$ cat config.mk
export PLATFORM = sky130hd
export DESIGN_NAME = brpf_dev_flat
export DESIGN_NICKNAME = d
export VERILOG_FILES = /design/src/brpf_pkg.sv /design/src/brpf_if.sv /design/src/brpf_dev.sv /design/src/flat_wrapper.sv
export SDC_FILE = /design/constraint.sdc
export NUM_CORES = 1
export LEC_CHECK = 0
export ABC_AREA = 1
export BUFFER_PORTS_ARGS = -buffer_cell sky130_fd_sc_hd__buf_2
export CAP_MARGIN = 30
export CORE_MARGIN = 2
export CORE_UTILIZATION = 40
export DETAILED_ROUTE_END_ITERATION = 10
export GPL_TIMING_DRIVEN = 0
export PLACE_DENSITY = 0.74
export SLEW_MARGIN = 20
export SYNTH_ARGS = -nofsm -noshare
export SYNTH_HDL_FRONTEND = slang
export SYNTH_SLANG_ARGS = --single-unit
$ cat constraint.sdc
create_clock -name mclk -period 1.79 [get_ports mclk]
set_clock_uncertainty 0.1 [all_clocks]
set_input_delay 0.358 -clock mclk [delete_from_list [all_inputs] [get_ports mclk]]
set_output_delay 0.358 -clock mclk [all_outputs]
set_load 0.03 [all_outputs]
$ cat src/brpf_pkg.sv
// Shared constants, field layouts and helpers for the block receive formatter
package brpf_pkg;

  // ----------------------------------------
  // Field widths
  // ----------------------------------------
  localparam int unsigned QW = 32;
  localparam int unsigned LEN_W = 16;
  localparam int unsigned OFS_W = 48;
  localparam int unsigned WC_W = 8;
  localparam int unsigned HDR_QUADS = 5;
  localparam logic [2:0] LAST_HDR_IDX = 3'h4;

  // ----------------------------------------
  // Token layout (bit index, lsb = 0)
  // ----------------------------------------
  localparam int unsigned TOK_DONE_POS = 19;
  localparam int unsigned TOK_SPD_LSB = 17;
  localparam int unsigned TOK_WC_LSB = 8;
  localparam int unsigned TOK_TC_LSB = 4;
  localparam int unsigned TOK_ACK_LSB = 0;

  // ----------------------------------------
  // Header quadlet layouts
  // ----------------------------------------
  localparam int unsigned ID_LSB = 16;
  localparam int unsigned BUS_LSB = 22;
  localparam int unsigned NODE_LSB = 16;
  localparam int unsigned TL_LSB = 10;
  localparam int unsigned RT_LSB = 8;
  localparam int unsigned TC_LSB = 4;
  localparam int unsigned PRI_LSB = 0;
  localparam int unsigned OFSH_LSB = 0;
  localparam int unsigned RCODE_LSB = 12;
  localparam int unsigned LEN_LSB = 16;
  localparam int unsigned XTC_LSB = 0;

  // ----------------------------------------
  // Codes and reset values
  // ----------------------------------------
  localparam logic [1:0] SPD_S100 = 2'h0;
  localparam logic [1:0] SPD_S200 = 2'h1;
  localparam logic [1:0] SPD_S400 = 2'h2;
  localparam logic [1:0] RT_NEW = 2'h0;
  localparam logic [1:0] RT_RETRY_X = 2'h1;
  localparam logic [1:0] RT_RETRY_A = 2'h2;
  localparam logic [1:0] RT_RETRY_B = 2'h3;
  localparam logic [3:0] TC_WR_BLOCK = 4'h1;
  localparam logic [3:0] TC_WR_RESP = 4'h2;
  localparam logic [3:0] TC_RD_BLOCK_RESP = 4'h7;
  localparam logic [3:0] TC_LOCK_REQ = 4'h9;
  localparam logic [3:0] TC_LOCK_RESP = 4'hb;
  localparam logic [31:0] QUAD_RST = 32'h0;

  // Block data travels only with these transaction codes
  function automatic logic has_block_data(input logic [3:0] tc);
    has_block_data = (tc == TC_WR_BLOCK) || (tc == TC_RD_BLOCK_RESP) ||
                     (tc == TC_LOCK_REQ) || (tc == TC_LOCK_RESP);
  endfunction

  // Quadlets needed for a byte count, rounded up
  function automatic logic [LEN_W-1:0] quad_count(input logic [LEN_W-1:0] len);
    logic [LEN_W:0] sum;
    sum = {1'b0, len} + 17'h3;
    quad_count = {1'b0, sum[LEN_W:2]};
  endfunction

endpackage

$ cat src/brpf_if.sv
// Quadlet channel between the formatter and the receive FIFO reader
`timescale 1ns/1ns
`default_nettype none
interface brpf_if;
  logic q_valid;
  logic [31:0] q_data;
  logic q_ready;

  modport dev (output q_valid, output q_data, input q_ready);
  modport host (input q_valid, input q_data, output q_ready);
endinterface
`default_nettype wire

$ cat src/brpf_dev.sv
// Device end: formats a received block packet into FIFO quadlets
`timescale 1ns/1ns
`default_nettype none

// Functional notes
// Token quadlet always precedes header quadlets
// Second quadlet: destination ID high, control low
// Third/fourth quadlets: source ID, 48-bit offset
// Fifth quadlet: length high, extended code low
// Length counts block data bytes only
// Length meaning depends on code; host ignores
// First data byte lands in byte 0
// Short final quadlet padded with zeros
// Token complete flag marks last block
// Speed coded 00/01/10, never 11
// Token reports number of data quadlets
// Token carries returned acknowledge code
// Destination is 10-bit bus, 6-bit node
// Host matches responses by transaction label
// Retry code passed through unchanged
// Host reads lock response code, top bits
// Host treats offset as quadlet aligned
// Host reads token, header, then data quadlets
module brpf_dev (
  input wire logic mclk,
  input wire logic rst_n,
  brpf_if.dev bus,
  input wire logic hdr_valid,
  output logic hdr_ready,
  input wire logic [9:0] dest_bus,
  input wire logic [5:0] dest_node,
  input wire logic [5:0] tlabel,
  input wire logic [1:0] retry_code,
  input wire logic [3:0] tcode,
  input wire logic [3:0] priority_lvl,
  input wire logic [15:0] src_id,
  input wire logic [47:0] dest_offset,
  input wire logic [15:0] data_len,
  input wire logic [15:0] ext_tcode,
  input wire logic [1:0] rx_speed,
  input wire logic [3:0] returned_ack_code,
  input wire logic packet_complete_flag,
  input wire logic byte_valid,
  input wire logic [7:0] byte_data,
  output logic byte_ready
);

  // ----------------------------------------
  // State and storage
  // ----------------------------------------
  typedef enum logic [1:0] {
    BRPF_IDLE = 2'b00,
    BRPF_HDR = 2'b01,
    BRPF_DATA = 2'b10,
    BRPF_PUSH = 2'b11
  } brpf_dev_state_t;

  brpf_dev_state_t state_r;
  logic [31:0] hq_r [brpf_pkg::HDR_QUADS];
  logic [2:0] idx_r;
  logic [15:0] left_r;
  logic [1:0] lane_r;
  logic [31:0] acc_r;
  logic q_valid_r;
  logic [31:0] q_data_r;
  logic hdr_ready_r;
  logic byte_ready_r;
  logic hdr_take;
  logic byte_take;
  logic out_free;
  logic [1:0] spd_nxt;
  logic [15:0] qcnt_nxt;

  assign hdr_take = hdr_valid && hdr_ready_r;
  assign byte_take = byte_valid && byte_ready_r;
  assign out_free = !q_valid_r || bus.q_ready;
  assign qcnt_nxt = brpf_pkg::has_block_data(tcode) ? brpf_pkg::quad_count(data_len) : 16'h0;

  // clamp undefined code
  always_comb
  begin
    spd_nxt = rx_speed;
    if (rx_speed == 2'h3)
    begin
      spd_nxt = brpf_pkg::SPD_S400;
    end
  end

  // ----------------------------------------
  // Header capture
  // ----------------------------------------
  always_ff @(posedge mclk or negedge rst_n)
  begin
    if (!rst_n)
    begin
      for (int i = 0; i < brpf_pkg::HDR_QUADS; i++)
      begin
        hq_r[i] <= brpf_pkg::QUAD_RST;
      end
    end
    else if (hdr_take)
    begin
      // token built first, rest zero
      hq_r[0] <= brpf_pkg::QUAD_RST;
      // packet complete flag
      hq_r[0][brpf_pkg::TOK_DONE_POS] <= packet_complete_flag;
      // speed field
      hq_r[0][brpf_pkg::TOK_SPD_LSB +: 2] <= spd_nxt;
      // data quadlet count
      hq_r[0][brpf_pkg::TOK_WC_LSB +: brpf_pkg::WC_W] <= qcnt_nxt[brpf_pkg::WC_W-1:0];
      hq_r[0][brpf_pkg::TOK_TC_LSB +: 4] <= tcode;
      // returned ack code
      hq_r[0][brpf_pkg::TOK_ACK_LSB +: 4] <= returned_ack_code;
      // bus and node packed
      hq_r[1][brpf_pkg::BUS_LSB +: 10] <= dest_bus;
      hq_r[1][brpf_pkg::NODE_LSB +: 6] <= dest_node;
      // control in low half
      hq_r[1][brpf_pkg::TL_LSB +: 6] <= tlabel;
      // retry code unchanged
      hq_r[1][brpf_pkg::RT_LSB +: 2] <= retry_code;
      hq_r[1][brpf_pkg::TC_LSB +: 4] <= tcode;
      hq_r[1][brpf_pkg::PRI_LSB +: 4] <= priority_lvl;
      // source and offset split
      hq_r[2] <= {src_id, dest_offset[47:32]};
      hq_r[3] <= dest_offset[31:0];
      // length and extended code
      // length covers data bytes only
      hq_r[4] <= {data_len, ext_tcode};
    end
  end

  // ----------------------------------------
  // Sequencer and output register
  // ----------------------------------------
  // Output only advances when the reader accepted, so the FIFO reader stalls us
  always_ff @(posedge mclk or negedge rst_n)
  begin
    if (!rst_n)
    begin
      state_r <= BRPF_IDLE;
      idx_r <= 3'h0;
      left_r <= 16'h0;
      q_valid_r <= 1'b0;
      q_data_r <= brpf_pkg::QUAD_RST;
      hdr_ready_r <= 1'b1;
      byte_ready_r <= 1'b0;
    end
    else
    begin
      if (bus.q_ready)
      begin
        q_valid_r <= 1'b0;
      end
      case (state_r)
        BRPF_IDLE:
        begin
          if (hdr_take)
          begin
            hdr_ready_r <= 1'b0;
            idx_r <= 3'h0;
            // no data bytes for read requests or write responses
            left_r <= brpf_pkg::has_block_data(tcode) ? data_len : 16'h0;
            state_r <= BRPF_HDR;
          end
        end
        BRPF_HDR:
        begin
          // token then header in order
          if (out_free)
          begin
            q_valid_r <= 1'b1;
            q_data_r <= hq_r[idx_r];
            idx_r <= idx_r + 3'h1;
            if (idx_r == brpf_pkg::LAST_HDR_IDX)
            begin
              // data follows fifth quadlet
              if (left_r == 16'h0)
              begin
                hdr_ready_r <= 1'b1;
                state_r <= BRPF_IDLE;
              end
              else
              begin
                byte_ready_r <= 1'b1;
                state_r <= BRPF_DATA;
              end
            end
          end
        end
        BRPF_DATA:
        begin
          if (byte_take)
          begin
            left_r <= left_r - 16'h1;
            // stop early on last byte
            if (lane_r == 2'h3 || left_r == 16'h1)
            begin
              byte_ready_r <= 1'b0;
              state_r <= BRPF_PUSH;
            end
          end
        end
        BRPF_PUSH:
        begin
          if (out_free)
          begin
            q_valid_r <= 1'b1;
            q_data_r <= acc_r;
            if (left_r == 16'h0)
            begin
              hdr_ready_r <= 1'b1;
              state_r <= BRPF_IDLE;
            end
            else
            begin
              byte_ready_r <= 1'b1;
              state_r <= BRPF_DATA;
            end
          end
        end
        default:
        begin
          state_r <= BRPF_IDLE;
        end
      endcase
    end
  end

  // ----------------------------------------
  // Byte packing
  // ----------------------------------------
  // Cleared on every push, so unused lanes of a short quadlet stay zero
  always_ff @(posedge mclk or negedge rst_n)
  begin
    if (!rst_n)
    begin
      acc_r <= brpf_pkg::QUAD_RST;
      lane_r <= 2'h0;
    end
    else if (state_r == BRPF_PUSH && out_free)
    begin
      // zero padding by clear
      acc_r <= brpf_pkg::QUAD_RST;
      lane_r <= 2'h0;
    end
    else if (byte_take)
    begin
      // first byte in byte 0
      acc_r <= acc_r | ({byte_data, 24'h0} >> {lane_r, 3'h0});
      lane_r <= lane_r + 2'h1;
    end
  end

  assign bus.q_valid = q_valid_r;
  assign bus.q_data = q_data_r;
  assign hdr_ready = hdr_ready_r;
  assign byte_ready = byte_ready_r;

endmodule
`default_nettype wire

$ cat src/flat_wrapper.sv
// flat-port wrapper written by rule: the top's interface ports become plain ports
module brpf_dev_flat 
  (mclk, rst_n, hdr_valid, hdr_ready, dest_bus, dest_node, tlabel, retry_code, tcode, priority_lvl, src_id, dest_offset, data_len, ext_tcode, rx_speed, returned_ack_code, packet_complete_flag, byte_valid, byte_data, byte_ready, bus_q_valid, bus_q_data, bus_q_ready);
  brpf_if bus_i ();
  input wire logic mclk;
  input wire logic rst_n;
  input wire logic hdr_valid;
  output logic hdr_ready;
  input wire logic [9:0] dest_bus;
  input wire logic [5:0] dest_node;
  input wire logic [5:0] tlabel;
  input wire logic [1:0] retry_code;
  input wire logic [3:0] tcode;
  input wire logic [3:0] priority_lvl;
  input wire logic [15:0] src_id;
  input wire logic [47:0] dest_offset;
  input wire logic [15:0] data_len;
  input wire logic [15:0] ext_tcode;
  input wire logic [1:0] rx_speed;
  input wire logic [3:0] returned_ack_code;
  input wire logic packet_complete_flag;
  input wire logic byte_valid;
  input wire logic [7:0] byte_data;
  output logic byte_ready;
  output wire logic [$bits(bus_i.q_valid)-1:0] bus_q_valid;
  output wire logic [$bits(bus_i.q_data)-1:0] bus_q_data;
  input wire logic [$bits(bus_i.q_ready)-1:0] bus_q_ready;
  assign bus_q_valid = bus_i.q_valid;
  assign bus_q_data = bus_i.q_data;
  assign bus_i.q_ready = bus_q_ready;
  brpf_dev u_core (.mclk(mclk), .rst_n(rst_n), .bus(bus_i), .hdr_valid(hdr_valid), .hdr_ready(hdr_ready), .dest_bus(dest_bus), .dest_node(dest_node), .tlabel(tlabel), .retry_code(retry_code), .tcode(tcode), .priority_lvl(priority_lvl), .src_id(src_id), .dest_offset(dest_offset), .data_len(data_len), .ext_tcode(ext_tcode), .rx_speed(rx_speed), .returned_ack_code(returned_ack_code), .packet_complete_flag(packet_complete_flag), .byte_valid(byte_valid), .byte_data(byte_data), .byte_ready(byte_ready));
endmodule
==> flow_summary.toml <==
[routing]
drc = 0
avgViaCountPerCell = 5.14
first_pass_iters = 6
wl_mm = 37.6
drt.antenna.violating_nets = 0
drtIter0Drc = 1270
via_count = 11655
routedWlPerCell_um = 16.6

[yosys]
yosysWarnings = 0
ys_seq_area_frac = 0.517
synthFlopType = "dfrtp_1"
synthArstFlopShare = 1.00
synth.distinct_cells = 33
synth_area_mm2 = 0.0113
synthTopCellsByCount = "nand2_1, dfrtp_1, nand3_1, inv_1, o21ai_0"
syn_inst = 1537
synth_area_per_cell_um2 = 7.34
synth_edf_count = 0
synth_area_leaders = "dfrtp_1, nand2_1, nand3_1"
synth_top_cell_by_area = "dfrtp_1"
synth.most_common_cell = "nand2_1"
synth_fp_nets = 1690
yosys_register_bits = 233
synth_top_area_share = 0.515

[final_layout]
fin_area_mm2 = 0.0150
fin_nets = 2022
area.growth.synth_to_final_pct = 33.2
drive_above_1_share = 0.166

[setup_path]
crit_path_top_delay_cell = "dfrtp_1"
cpLargestDelayFamily = "simple AND/OR/NAND/NOR gates"
worstSetupPathType = "register to register"
worstReg2RegStart = "u_core.idx_r[0]$_DFFE_PN0P_"
critPathArrivalTime_ps = 2090
critical_path.cell_chain = "clkbuf_4 > buf_2 > nand2_1 > nand3_1 > nand3_1 > nand3_1 > nand2_1 > nand2_1"
max_stage_delay_ps = 400
r2r_slack_ps = 20
cp-end-kind = "register"
required_ps = 2110
r2r_end = "u_core.bus.q_data[18]$_DFFE_PN0P_"
crit_fanout = 10
critPathLaunchType = "register"
crit_buf_inv = 2
r2r_cells = 8

[floorplanning]
fp.dieW_um = 172
core-area_mm2 = 0.0278
fp.dieH_um = 172
num_rows = 61
die_area_mm2 = 0.0295
num_io_pins = 183
initial_utilization = 0.406

[flow_run]
cap_violations = 0

[timing]
setup_slack_ps = 20.2
drv_slew = 0
slew_headroom = 0.510
hold_viol = 0
finalSetupViolations = 0
worst_pin_slew_ps = 735
period_share = 0.989
fmax_mhz = 565
final.min_clock_period_ps = 1770

[clock_tree]
clkTransAtPathRegs_ps = 60
cts_tree = "done"
clock_latency_ps = 530
htreeDepth = 1
cts_root_buf = "clkbuf_16"
cts_buffers = 26
cts_buffer_depth = 3
cts.sinks = 233

[power_and_ir_drop]
power-per-cell-area_mw_per_mm2 = 1720
leakage_nw = 7.88
max-vdd-ir-drop_mv = 1.16

[global_routing]
grt_max_degree = 93
track_usage = 0.256
grt_first_pass_wirelength_mm = 58.6
overflow = 0
antenna_found_initial = 1
grt_pass1_vias = 11204

[worst_hold_path]
hold_depth = 3
holdPathEnd = "u_core.hq_r[16]$_DFFE_PN0N_"
hp-start = "data_len[0]"
min_path_type = "input port to register"

[placement]
gp_congestion = 0.924
io_buffers = 181
hpwl_mm = 26.8
pre_cts_ws_ps = -544
postPlaceCellArea_mm2 = 0.0127

[outcome]
outcome = "completed"
sequential cells by signal (all words and copies together) (netlist names):
| signal | cells |
|---|---|
| u_core.bus.q_valid | 1 |
| u_core.byte_ready | 1 |
| u_core.state_r | 2 |
| u_core.hq_r | 143 |
| u_core.idx_r | 3 |
| u_core.bus.q_data | 32 |
| u_core.left_r | 16 |
| u_core.lane_r | 2 |
| u_core.acc_r | 32 |
| u_core.hdr_ready | 1 |
final cells by class:
class | count | area (um^2)
antenna | 1 | 2.50
multi-input combinational | 1098 | 4680
inverter | 125 | 480
fill | 2590 | 12800
timing repair buffer | 305 | 2190
buffer | 80 | 434
sequential | 233 | 5830
tap | 378 | 473
clock buffer | 36 | 779
clock inverter | 12 | 149
what timing repair did:
| action | in CTS | in global routing |
|---|---|---|
| endpoints found under the hold margin | 209 | 0 |
| setup endpoints to repair | 145 | 147 |
| gates resized for setup | 39 | 47 |
| pin swaps | 0 | 2 |
| setup buffers | 0 | 2 |
| hold buffers | 120 | 0 |
cells in the final DEF, fill, tap and decap left out, drive strengths merged, types with 2 or more instances in the layout:
master         n
nand2        711
clkbuf        81
dlygate4sd3  120
inv          124
nor3           4
clkinv         9
dfrtp        232
nand4          8
o21ai         85
bufinv         3
buf          220
nand3        129
a21oi         80
xor2           2
nor2          68
ha             5
cell families (layout without fill, tap and decap cells):
logic type      after synthesis  after routing  synth area share
compound gates              168            168            0.0766
xor+xnor                      3              3           0.00233
fa+ha+maj                     5              5           0.00555
buf+inv                     206            558            0.0722
flops                       233            233             0.517
other cells                   0              1                 0
simple gates                922            922             0.326
through the flow:
step | hold WS, ps | total power (W) | std cells | utilization | setup TNS (ps)
after floorplan | -37.6 | 0.0159 | 1537 | - | 0
after global placement | 360 | 0.0191 | 2096 | 0.456 | -920530
after detailed placement | 327 | 0.0194 | 2098 | 0.458 | -47660
after CTS | 2.16 | 0.0255 | 2265 | 0.537 | 0
after global routing | 17.8 | 0.0276 | 2267 | 0.541 | -7.89
final | 16.5 | 0.0259 | 2268 | 0.541 | 0
tightest hold or removal path, delay by kind of cell:
kind | cells | cell delay, ps
simple gates | 2 | 130
buf+inv | 1 | 120
where the power goes:
part	switching (W)	internal [W]
combinational	0.00758	0.00366
clock	0.00223	0.00348
sequential	0.00131	0.00762
per-layer routing:
metal	track usage	routed length, um	share of wire	vias to the layer above
met3	0.0371	2830	0.075	107
met5	0	0	0	-
met4	0.0873	1300	0.035	0
met2	0.418	17300	0.46	560
met1	0.349	16200	0.43	5513
li1	-	-	-	5475
worst max path at each step:
stage	end	depth (start not counted)	slack, ps	start
final	u_core.bus.q_data[18]$_DFFE_PN0P_	8	20	u_core.idx_r[0]$_DFFE_PN0P_
after floorplan	u_core.byte_ready$_DFFE_PN0P_	11	60	u_core.idx_r[1]$_DFFE_PN0P_
after global routing	u_core.bus.q_data[29]$_DFFE_PN0P_	8	-5	u_core.idx_r[0]$_DFFE_PN0P_
after global placement	u_core.left_r[11]$_DFFE_PN0P_	1	-3780	rst_n
after CTS	u_core.hq_r[17]$_DFFE_PN0N_	6	8	u_core.hdr_ready$_DFFE_PN1P_
after detailed placement	u_core.hq_r[15]$_DFFE_PN0N_	6	-540	u_core.hdr_ready$_DFFE_PN1P_
(Power assumes the default switching activity.)
